[src/pkg/vars_pkg.sv]
// Shared constants and carriers for the vector arithmetic right shifter.
// Assumes a 32-bit instruction word and 64-bit general registers.
`default_nettype none

package vars_pkg;

  // ----------------------------------------------------------------------
  // Instruction fields
  // ----------------------------------------------------------------------
  localparam int unsigned MAJOR_LSB = 26;
  localparam int unsigned CNT_LSB = 21;
  localparam int unsigned SUB_LSB = 6;
  localparam int unsigned FUNC_LSB = 0;
  localparam int unsigned QB_ZERO_LSB = 24;
  localparam int unsigned QH_ZERO_BIT = 25;
  localparam int unsigned VAR_CNT_W = 3;

  localparam logic [5:0] EXTENSION_MAJOR_OPCODE = 6'h1F;
  localparam logic [5:0] WIDE_VECTOR_SHIFT_FUNCTION = 6'h17;
  localparam logic [5:0] NARROW_VECTOR_SHIFT_FUNCTION = 6'h13;

  localparam logic [4:0] SUB_FOUR_BYTES = 5'h04;
  localparam logic [4:0] SUB_ROUND_FOUR_BYTES = 5'h05;
  localparam logic [4:0] SUB_QUAD_HALVES = 5'h09;
  localparam logic [4:0] SUB_ROUND_QUAD_HALVES = 5'h0D;
  localparam logic [4:0] SUB_PAIR_WORDS = 5'h11;
  localparam logic [4:0] SUB_ROUND_PAIR_WORDS = 5'h15;
  localparam logic [4:0] SUB_ROUND_SINGLE_WORD = 5'h15;
  localparam logic [4:0] SUB_VAR_EIGHT_BYTES = 5'h06;
  localparam logic [4:0] SUB_VAR_ROUND_EIGHT_BYTES = 5'h07;

  // ----------------------------------------------------------------------
  // Types
  // ----------------------------------------------------------------------
  typedef enum logic [3:0] {
    OP_NONE,
    OP_FOUR_BYTES,
    OP_ROUND_FOUR_BYTES,
    OP_QUAD_HALVES,
    OP_ROUND_QUAD_HALVES,
    OP_PAIR_WORDS,
    OP_ROUND_PAIR_WORDS,
    OP_ROUND_SINGLE_WORD,
    OP_VAR_EIGHT_BYTES,
    OP_VAR_ROUND_EIGHT_BYTES
  } vars_op_e;

  typedef struct packed {
    logic valid;
    logic [31:0] instr;
    logic [63:0] src;
    logic [63:0] cnt;
    logic ext_en;
  } vars_req_s;

  typedef struct packed {
    logic valid;
    logic [63:0] result;
    logic rsvd_exc;
    logic dis_exc;
  } vars_resp_s;

  localparam vars_resp_s RST_RESP = '0;

endpackage

`default_nettype wire

[src/vars_core.sv]
// Execution datapath for the SIMD arithmetic right shifts, one cycle deep.
// Assumes the pipeline presents a decoded-slot request with operand values
// already read; a result or exception shows one edge after the request.
`default_nettype none

module vars_core (
  input wire logic i_ref_clk,
  input wire logic i_rst_n,
  input wire vars_pkg::vars_req_s i_req,
  output vars_pkg::vars_resp_s o_resp
);
  import vars_pkg::*;

  // ----------------------------------------------------------------------
  // Lane arithmetic
  // ----------------------------------------------------------------------
  // One shifter serves every lane width: the lane arrives sign-extended to
  // 32 bits, and a guard bit below it becomes the top discarded bit.
  function automatic logic [31:0] asr_lane(input logic [31:0] a,
                                           input logic [4:0] s,
                                           input logic rnd);
    logic [32:0] t;
    t = 33'($signed({a, 1'b0}) >>> s);
    if (rnd) begin
      t = t + 33'h1;
    end
    return t[32:1];
  endfunction

  function automatic logic [63:0] lanes8(input logic [63:0] a,
                                         input logic [4:0] s,
                                         input logic rnd);
    logic [31:0] t;
    lanes8 = '0;
    for (int i = 0; i < 8; i++) begin
      t = asr_lane({{24{a[8*i+7]}}, a[8*i +: 8]}, s, rnd);
      lanes8[8*i +: 8] = t[7:0];
    end
  endfunction

  function automatic logic [63:0] lanes16(input logic [63:0] a,
                                          input logic [4:0] s,
                                          input logic rnd);
    logic [31:0] t;
    lanes16 = '0;
    for (int i = 0; i < 4; i++) begin
      t = asr_lane({{16{a[16*i+15]}}, a[16*i +: 16]}, s, rnd);
      lanes16[16*i +: 16] = t[15:0];
    end
  endfunction

  function automatic logic [63:0] lanes32(input logic [63:0] a,
                                          input logic [4:0] s,
                                          input logic rnd);
    logic [31:0] t;
    lanes32 = '0;
    for (int i = 0; i < 2; i++) begin
      t = asr_lane(a[32*i +: 32], s, rnd);
      lanes32[32*i +: 32] = t;
    end
  endfunction

  // ----------------------------------------------------------------------
  // Decode
  // ----------------------------------------------------------------------
  function automatic vars_op_e decode(input logic [31:0] ins);
    logic [5:0] maj;
    logic [5:0] fn;
    logic [4:0] sub;
    maj = ins[MAJOR_LSB +: 6];
    fn = ins[FUNC_LSB +: 6];
    sub = ins[SUB_LSB +: 5];
    decode = OP_NONE;
    if (maj == EXTENSION_MAJOR_OPCODE &&
        fn == NARROW_VECTOR_SHIFT_FUNCTION) begin
      case (sub)
        SUB_FOUR_BYTES: decode = OP_FOUR_BYTES;
        SUB_ROUND_FOUR_BYTES: decode = OP_ROUND_FOUR_BYTES;
        SUB_ROUND_SINGLE_WORD: decode = OP_ROUND_SINGLE_WORD;
        default: decode = OP_NONE;
      endcase
    end else if (maj == EXTENSION_MAJOR_OPCODE &&
                 fn == WIDE_VECTOR_SHIFT_FUNCTION) begin
      case (sub)
        SUB_QUAD_HALVES: decode = OP_QUAD_HALVES;
        SUB_ROUND_QUAD_HALVES: decode = OP_ROUND_QUAD_HALVES;
        SUB_PAIR_WORDS: decode = OP_PAIR_WORDS;
        SUB_ROUND_PAIR_WORDS: decode = OP_ROUND_PAIR_WORDS;
        SUB_VAR_EIGHT_BYTES: decode = OP_VAR_EIGHT_BYTES;
        SUB_VAR_ROUND_EIGHT_BYTES: decode = OP_VAR_ROUND_EIGHT_BYTES;
        default: decode = OP_NONE;
      endcase
    end
  endfunction

  vars_op_e op;
  logic bad_form;
  logic [63:0] src;
  logic [4:0] shift_count;
  logic [4:0] var_count;
  logic [63:0] res;
  logic [63:0] bytes4;
  logic [63:0] word1;

  assign op = decode(i_req.instr);
  assign src = i_req.src;
  assign shift_count = i_req.instr[CNT_LSB +: 5];
  // Upper bits of the count register are ignored by design
  assign var_count = {2'b00, i_req.cnt[VAR_CNT_W-1:0]};

  // Must-be-zero bits under the count field make the word reserved
  always_comb begin
    bad_form = 1'b0;
    case (op)
      OP_FOUR_BYTES, OP_ROUND_FOUR_BYTES: begin
        bad_form = |i_req.instr[QB_ZERO_LSB +: 2];
      end
      OP_QUAD_HALVES, OP_ROUND_QUAD_HALVES: begin
        bad_form = i_req.instr[QH_ZERO_BIT];
      end
      default: bad_form = 1'b0;
    endcase
  end

  // ----------------------------------------------------------------------
  // Result select
  // ----------------------------------------------------------------------
  always_comb begin
    bytes4 = lanes8(src, {2'b00, shift_count[2:0]},
                    op == OP_ROUND_FOUR_BYTES);
    word1 = lanes32(src, shift_count, 1'b1);
    case (op)
      OP_FOUR_BYTES, OP_ROUND_FOUR_BYTES: begin
        res = {{32{bytes4[31]}}, bytes4[31:0]};
      end
      OP_QUAD_HALVES, OP_ROUND_QUAD_HALVES: begin
        res = lanes16(src, {1'b0, shift_count[3:0]},
                      op == OP_ROUND_QUAD_HALVES);
      end
      OP_PAIR_WORDS, OP_ROUND_PAIR_WORDS: begin
        res = lanes32(src, shift_count, op == OP_ROUND_PAIR_WORDS);
      end
      OP_ROUND_SINGLE_WORD: begin
        res = {{32{word1[31]}}, word1[31:0]};
      end
      OP_VAR_EIGHT_BYTES, OP_VAR_ROUND_EIGHT_BYTES: begin
        res = lanes8(src, var_count,
                     op == OP_VAR_ROUND_EIGHT_BYTES);
      end
      default: res = '0;
    endcase
  end

  // ----------------------------------------------------------------------
  // State
  // ----------------------------------------------------------------------
  vars_resp_s st_q;
  vars_resp_s st_d;

  // Exceptions never look at operand values, only at the encoding and
  // the enable, so a shift can never trap on its data.
  always_comb begin
    st_d = st_q;
    st_d.valid = 1'b0;
    st_d.rsvd_exc = 1'b0;
    st_d.dis_exc = 1'b0;
    if (i_req.valid && op != OP_NONE) begin
      if (bad_form) begin
        st_d.rsvd_exc = 1'b1;
      end else if (!i_req.ext_en) begin
        st_d.dis_exc = 1'b1;
      end else begin
        st_d.valid = 1'b1;
        st_d.result = res;
      end
    end
  end

  always_ff @(posedge i_ref_clk) begin
    if (!i_rst_n) begin
      st_q <= RST_RESP;
    end else begin
      st_q <= st_d;
    end
  end

  assign o_resp = st_q;

  // ----------------------------------------------------------------------
  // Checks
  // ----------------------------------------------------------------------
  logic [16:0] chk_t17;
  logic [32:0] chk_t33;
  logic [15:0] exp_qh_top;
  logic [63:0] exp_pw;
  logic [7:0] exp_obv_top;
  logic [7:0] exp_qb_low;

  assign chk_t17 = 17'($signed({src[15:0], 1'b0}) >>> shift_count[3:0]) +
                   17'h1;
  assign chk_t33 = 33'($signed({src[31:0], 1'b0}) >>> shift_count) + 33'h1;
  assign exp_qh_top = 16'($signed(src[63:48]) >>> shift_count[3:0]);
  assign exp_pw = {32'($signed(src[63:32]) >>> shift_count),
                   32'($signed(src[31:0]) >>> shift_count)};
  assign exp_obv_top = 8'($signed(src[63:56]) >>> i_req.cnt[2:0]);
  assign exp_qb_low = 8'($signed(src[7:0]) >>> shift_count[2:0]);
endmodule

`default_nettype wire

[config.mk]
export PLATFORM = sky130hd
export DESIGN_NAME = vars_core
export DESIGN_NICKNAME = d
export VERILOG_FILES = /design/src/pkg/vars_pkg.sv /design/src/vars_core.sv
export SDC_FILE = /design/constraint.sdc
export NUM_CORES = 1
export LEC_CHECK = 0
export ABC_AREA = 1
export BUFFER_PORTS_ARGS = -buffer_cell sky130_fd_sc_hd__clkbuf_2
export CORE_UTILIZATION = 30
export CTS_BUF_LIST = sky130_fd_sc_hd__clkbuf_4 sky130_fd_sc_hd__clkbuf_8
export CTS_CLUSTER_DIAMETER = 50
export DETAILED_ROUTE_END_ITERATION = 7
export PLACE_DENSITY = 0.58
export SLEW_MARGIN = 30
export SYNTH_ARGS = -nofsm -noshare
export SYNTH_HDL_FRONTEND = slang
export SYNTH_SLANG_ARGS = --single-unit
[constraint.sdc]
create_clock -name i_ref_clk -period 3.4 [get_ports i_ref_clk]
set_input_delay 0.34 -clock i_ref_clk [delete_from_list [all_inputs] [get_ports i_ref_clk]]
set_output_delay 0.34 -clock i_ref_clk [all_outputs]
set_load 0.01 [all_outputs]
==> results of run 1 <==
-- layout make-up --
type / count / area share, %
well taps: 748 / 4.85
inverters: 302 / 5.89
multi-input cells: 2906 / 69.6
diodes: 2 / 0.0260
clock buffers: 9 / 0.642
repair buffers: 323 / 11.6
flip-flops and latches: 67 / 6.95
clock inverters: 6 / 0.467
-- cell usage in the layout (no fill, tap or decap), types with 29 or more instances in the layout --
master and n:
nor2_1 267, nand2_2 54, nand4_1 61, inv_1 268
buf_4 147, dfxtp_1 67, o21ai_0 189, nor3_1 37
a21oi_1 140, nand2_1 1367, o21ai_1 29, clkbuf_2 159
nand3_1 532
-- worst paths after layout --
path                    from  slack [ps]    endpoint
hold reg to reg   o_resp[54]         470  o_resp[54]
setup reg to reg   o_resp[4]        2730   o_resp[4]
hold / removal      i_req[0]         240   o_resp[0]
setup / recovery  i_req[135]         390  o_resp[33]
-- worst reg2reg max path, stage by stage (launching register included) --
cell,delay (ps)
dfxtp_1,320
o21ai_0,170
a31oi_1,60
-- layer usage --
layer	up-vias	wire, um	global-route usage, %
met1	10595	30800	32.5
met2	963	38900	49.7
li1	11579	-	-
met5	-	0	0
met4	0	3650	12.1
met3	185	5130	2.70
-- logic make-up (layout without fill, tap and decap cells) --
group           after synthesis  count (layout)  synth area share, %
simple gates               2413            2413                 62.4
compound gates              456             456                 15.3
buf+inv                     456             640                 12.0
flops                        67              67                 8.01
fa+ha+maj                    18              18                 1.34
xor+xnor                     14              14                0.732
mux                           5               5                0.299
other cells                   0               2                    0
-- where the power goes --
part	internal, uW	switching [uW]	total, uW	leakage [uW]
Clock	411	341	752	0.000106
Combinational	610	1410	2020	0.00883
Sequential	784	0.00124	784	0.000539
-- through the flow --
stage	std cells	hold WS, ps	total power, uW
2_1_floorplan	3429	416	2150
3_3_place_gp	4346	454	2780
3_5_place_dp	4346	456	2780
4_1_cts	4361	205	3550
5_1_grt	4363	213	3840
6_report	4363	238	3560
-- what timing repair did --
| action | in CTS | in global routing |
|---|---|---|
| resized for setup | 0 | 1 |
| endpoints found under the setup margin | 0 | 1 |
| buffers inserted | 0 | 0 |
==> key figures, run 1 <==
Synth
  • Mapped Area: 0.0168 sq mm
  • Asr flop ratio synth: 0%
  • Post-synth EDFFs: 0
  • Yosys reg bits: 67
  • Post-synth top area cell: nand2_1
  • Area share of the largest cell type after synthesis: 30.6%
  • Post-Synthesis Cells: 3429
  • Mean Syn Cell Area: 4.89 sq um
  • Synth cell count leaders: 1367 x nand2_1, 532 x nand3_1, 268 x inv_1, 267 x nor2_1, 189 x o21ai_0
  • Post-Syn Nets: 3611
  • Ys flop type: dfxtp_1
  • Most frequent cell after synthesis: nand2_1
  • Synth warnings: 0
  • Distinct cell type count after synthesis: 58
  • Seq/Total Area, Yosys: 8.01%
  • Top cells by area, synth: nand2_1 31%, nand3_1 16%, dfxtp_1 8.0%

Timing
  • Fin crit period: 3010 ps
  • Worst slew margin: 54.4%
  • Fin. max-slew vios: 0
  • Final Cycle Share: 88.5%
  • Worst Max-Slew Pin Slew: 684 ps
  • Final setup skew: 0 ps
  • Setup ws final: 390 ps
  • Sum Neg Setup Slack: 0 ps
  • RSZ-0062 raised after global routing: false
  • Max Clk Rate: 0.332 GHz
  • Setup-failing EPs final: 0
  • Final hold vios: 0

Floorplanning
  • Full die area: 0.0568 sq mm
  • FP Rows: 86
  • I/O pins: 231
  • Die Ht: 238 um
  • Core area: 0.0551 sq mm
  • Die width: 238 um
  • Initial Utilization: 30.4%

Global route
  • Largest net degree at the start of global routing: 72
  • First-pass GRT wire length: 121 mm
  • GRT Total Usage: 27.4%
  • GRT Residual Overflow: 0
  • Vias in the first global route: 21714
  • Initial antenna violation count: 2

CTS
  • Worst skew pair latency: 370 ps
  • Hold_buf cts: 0
  • CTS sink cnt: 67
  • H-tree levels: 3
  • CTS tree: done
  • CTS clk-pin slew, worst paths: 80 ps
  • CTS max path bufs: 2
  • CTS Root Cell: clkbuf_8
  • Num CTS Buffers: 9

Cells and area
  • Core Util, Final: 35.0%
  • Register Area: 0.00134 sq mm
  • # fillers: 6522
  • Multi-input combinational cell area: 0.0134 sq mm
  • Number of flip-flops in the largest register: 67
  • Nets@finish: 3791
  • Post-route cell area: 0.0193 sq mm
  • Area delta synth->final: 15.1%
  • Layout cells sized above 1: 14.2%

Route
  • Post-route DRC: 0
  • DR WL/cell: 18.0 um
  • Drt total wl: 78.4 mm
  • Initial DRC count: 2366
  • Pre-antenna DRT Iters: 8
  • Post-route ant nets: 0
  • Via density: 5.35
  • Via count: 23322

Placed design
  • DP Area: 0.0191 sq mm
  • Setup WS pre-CTS: 9.42 ps
  • IO buf count: 159
  • GP Congestion: 1.04
  • Post-DP HPWL: 65.6 mm

Critical path
  • CP max stage cell: nand2_1
  • Worst EP arrival: 3240 ps
  • Family with the most delay on the worst path: simple AND/OR/NAND/NOR gates
  • Crit path buffers/inverters: 5
  • CP required: 3630 ps
  • CP Cell Sequence: clkbuf_2, inv_1, nor2_2, nand3_1, nand3_1, inv_1, nor2_1, nand2_1, nand2_1, buf_4, buf_4, nand4_1, nor3_2, nand4_1, nand3_1, nand2_1, nor2_1, nand2_1, nand2_1, a21oi_1
  • CP max stage delay: 270 ps
  • Peak fanout along the critical path: 9
  • Stages on worst setup path: 20
  • Worst setup path class: input port to flop
  • CP Capture Type: flop
  • FF-to-FF path depth: 2
  • Startpoint Class: input port
  • Crit path top cell by count: nand2_1

Run status
  • Status: completed

Pwr
  • P per Cell Area: 185 mW/mm^2
  • Leak: 0.00947 uW
  • Max VDD drop: 0.177 mV

Hold path
  • HP Class: input port to flop
  • Hold Path Depth: 2

Run
  • Max Cap Viol: 0
Note: power is estimated with default switching activity, not from simulation.
==> inputs of run 2 (changes only) <==
- SETUP_SLACK_MARGIN: not set -> 0.4
- TNS_END_PERCENT: not set -> 50
==> key figures, run 2 (same netlist as run 1, synthesis figures left out) <==
Hold path
  • HP Class: input port to flop
  • Hold path startpoint: i_req[0]

Global route
  • GRT Total Usage: 27.4%
  • Initial antenna violation count: 2
  • First-pass GRT wire length: 121 mm
  • GRT Residual Overflow: 0
  • Largest net degree at the start of global routing: 72
  • Vias in the first global route: 21714

Cells and area
  • Commonest non-fill, non-tap cells in the layout: 1359 x nand2_1, 531 x nand3_1, 267 x inv_1, 260 x nor2_1, 189 x o21ai_0
  • Core Util, Final: 35.4%
  • Layout cells sized above 1: 14.9%
  • # fillers: 6512
  • Area delta synth->final: 16.4%
  • Register Area: 0.00134 sq mm
  • Number of flip-flops in the largest register: 67
  • Layout Cells excl Fill: 4368
  • Nets@finish: 3796
  • Multi-input combinational cell area: 0.0135 sq mm
  • Most common cell after layout, fill and taps aside: nand2_1

Floorplanning
  • I/O pins: 231
  • FP Rows: 86
  • Initial Utilization: 30.4%
  • Die Ht: 238 um
  • Core area: 0.0551 sq mm
  • Full die area: 0.0568 sq mm
  • Die width: 238 um

Timing
  • RSZ-0062 raised after global routing: true
  • Final Cycle Share: 83.9%
  • Fin. max-slew vios: 0
  • Final setup skew: 0 ps
  • Worst Max-Slew Pin Slew: 586 ps
  • Worst slew margin: 60.9%
  • Fin crit period: 2850 ps
  • Max Clk Rate: 0.351 GHz
  • Setup-failing EPs final: 0
  • Final hold vios: 0
  • Sum Neg Setup Slack: 0 ps

CTS
  • Hold_buf cts: 0
  • Worst skew pair latency: 370 ps
  • CTS tree: done
  • CTS max path bufs: 2
  • CTS Root Cell: clkbuf_8
  • CTS sink cnt: 67
  • Num CTS Buffers: 9
  • H-tree levels: 3
  • CTS clk-pin slew, worst paths: 80 ps

Critical path
  • CP required: 3680 ps
  • Startpoint Class: input port
  • CP Launch Point: i_req[130]
  • Worst EP arrival: 3130 ps
  • CP Capture Type: flop
  • Worst reg2reg path startpoint: o_resp[4]
  • Worst setup path class: input port to flop
  • Peak fanout along the critical path: 32

Pwr
  • Clk pwr share: 21.0%
  • Max VDD drop: 0.177 mV
  • Pwr Total: 3590 uW
  • Switching power: 1770 uW
  • Logic pwr share: 57.2%
  • Switching Fraction: 49.3%
  • P per Cell Area: 184 mW/mm^2
  • Leak: 0.00953 uW
  • Cell-internal power: 1820 uW
  • Part of the power in registers: 21.9%

Route
  • Post-route ant nets: 0
  • DR WL/cell: 18.0 um
  • Pre-antenna DRT Iters: 6
  • Post-route DRC: 0
  • Via density: 5.35
  • Initial DRC count: 2299
  • Drt total wl: 78.8 mm
  • Via count: 23367

Placed design
  • Placed cells: 4346
  • Post-DP HPWL: 65.6 mm
  • GP Congestion: 1.04
  • IO buf count: 159

Run
  • Max Cap Viol: 0

Run status
  • Status: completed
run 2: path summary, 6_finish.rpt:
kind,endpoint,slack (ps),cells after the start
worst max-delay path,o_resp[20],550,20
worst min-delay path,o_resp[0],240,2
worst max register to register,o_resp[4],2730,2
worst min register to register,o_resp[54],470,2
run 2: through the flow:
stage	setup WS, ps	instance area (sq um)	hold WS (ps)
global placement	33.5	19100	454
CTS	418	19300	205
floorplan	598	16800	416
finish	547	19500	239
global route	353	19500	213
detailed placement	9.42	19100	456
run 2: cell type report:
| cell class | count | area share, % |
|---|---|---|
| Tap cell | 748 | 4.80 |
| Clock inverter | 6 | 0.462 |
| Sequential cell | 67 | 6.88 |
| Clock buffer | 9 | 0.635 |
| Timing Repair Buffer | 328 | 12.0 |
| Inverter | 302 | 5.87 |
| Multi-Input combinational cell | 2906 | 69.3 |
| Antenna cell | 2 | 0.0257 |
run 2: power by group through the flow:
| stage | clock network [uW] | logic (uW) | registers [uW] |
|---|---|---|---|
| 6_report | 753 | 2050 | 784 |
| 2_1_floorplan | 0 | 1340 | 802 |
| 4_1_cts | 779 | 1990 | 784 |
| 3_5_place_dp | 0 | 1980 | 802 |
| 3_3_place_gp | 0 | 1980 | 802 |
| 5_1_grt | 810 | 2280 | 784 |
run 2: worst max-delay path, stage by stage:
cell and delay (ps):
clkbuf_2 70, nand2_1 80, nor2_1 170, nand3_1 180
nor2_2 180, nand3_1 110, nand2_2 130, buf_4 170
nor2_2 80, nand2_2 150, nand2_2 80, inv_2 190
o21ai_1 90, nand2_1 210, nand3_2 190, buf_12 220
a21oi_1 170, nand3_1 160, nand2_1 100, inv_1 40
run 2: what timing repair did:
| action | CTS | global route |
|---|---|---|
| resized for setup | 0 | 43 |
| setup endpoints to repair | 0 | 52 |
| buffers inserted | 0 | 3 |
run 2: layer usage:
layer  part of all wire (%)  GRT usage [%]  vias up  routed length (um)
li1                       -              -    11598                   -
met1                     40           32.5    10642               31200
met2                     50           49.7      933               39200
met3                    6.0           2.70      194                4740
met4                    4.6           12.1        0                3630
met5                      0              0        -                   0
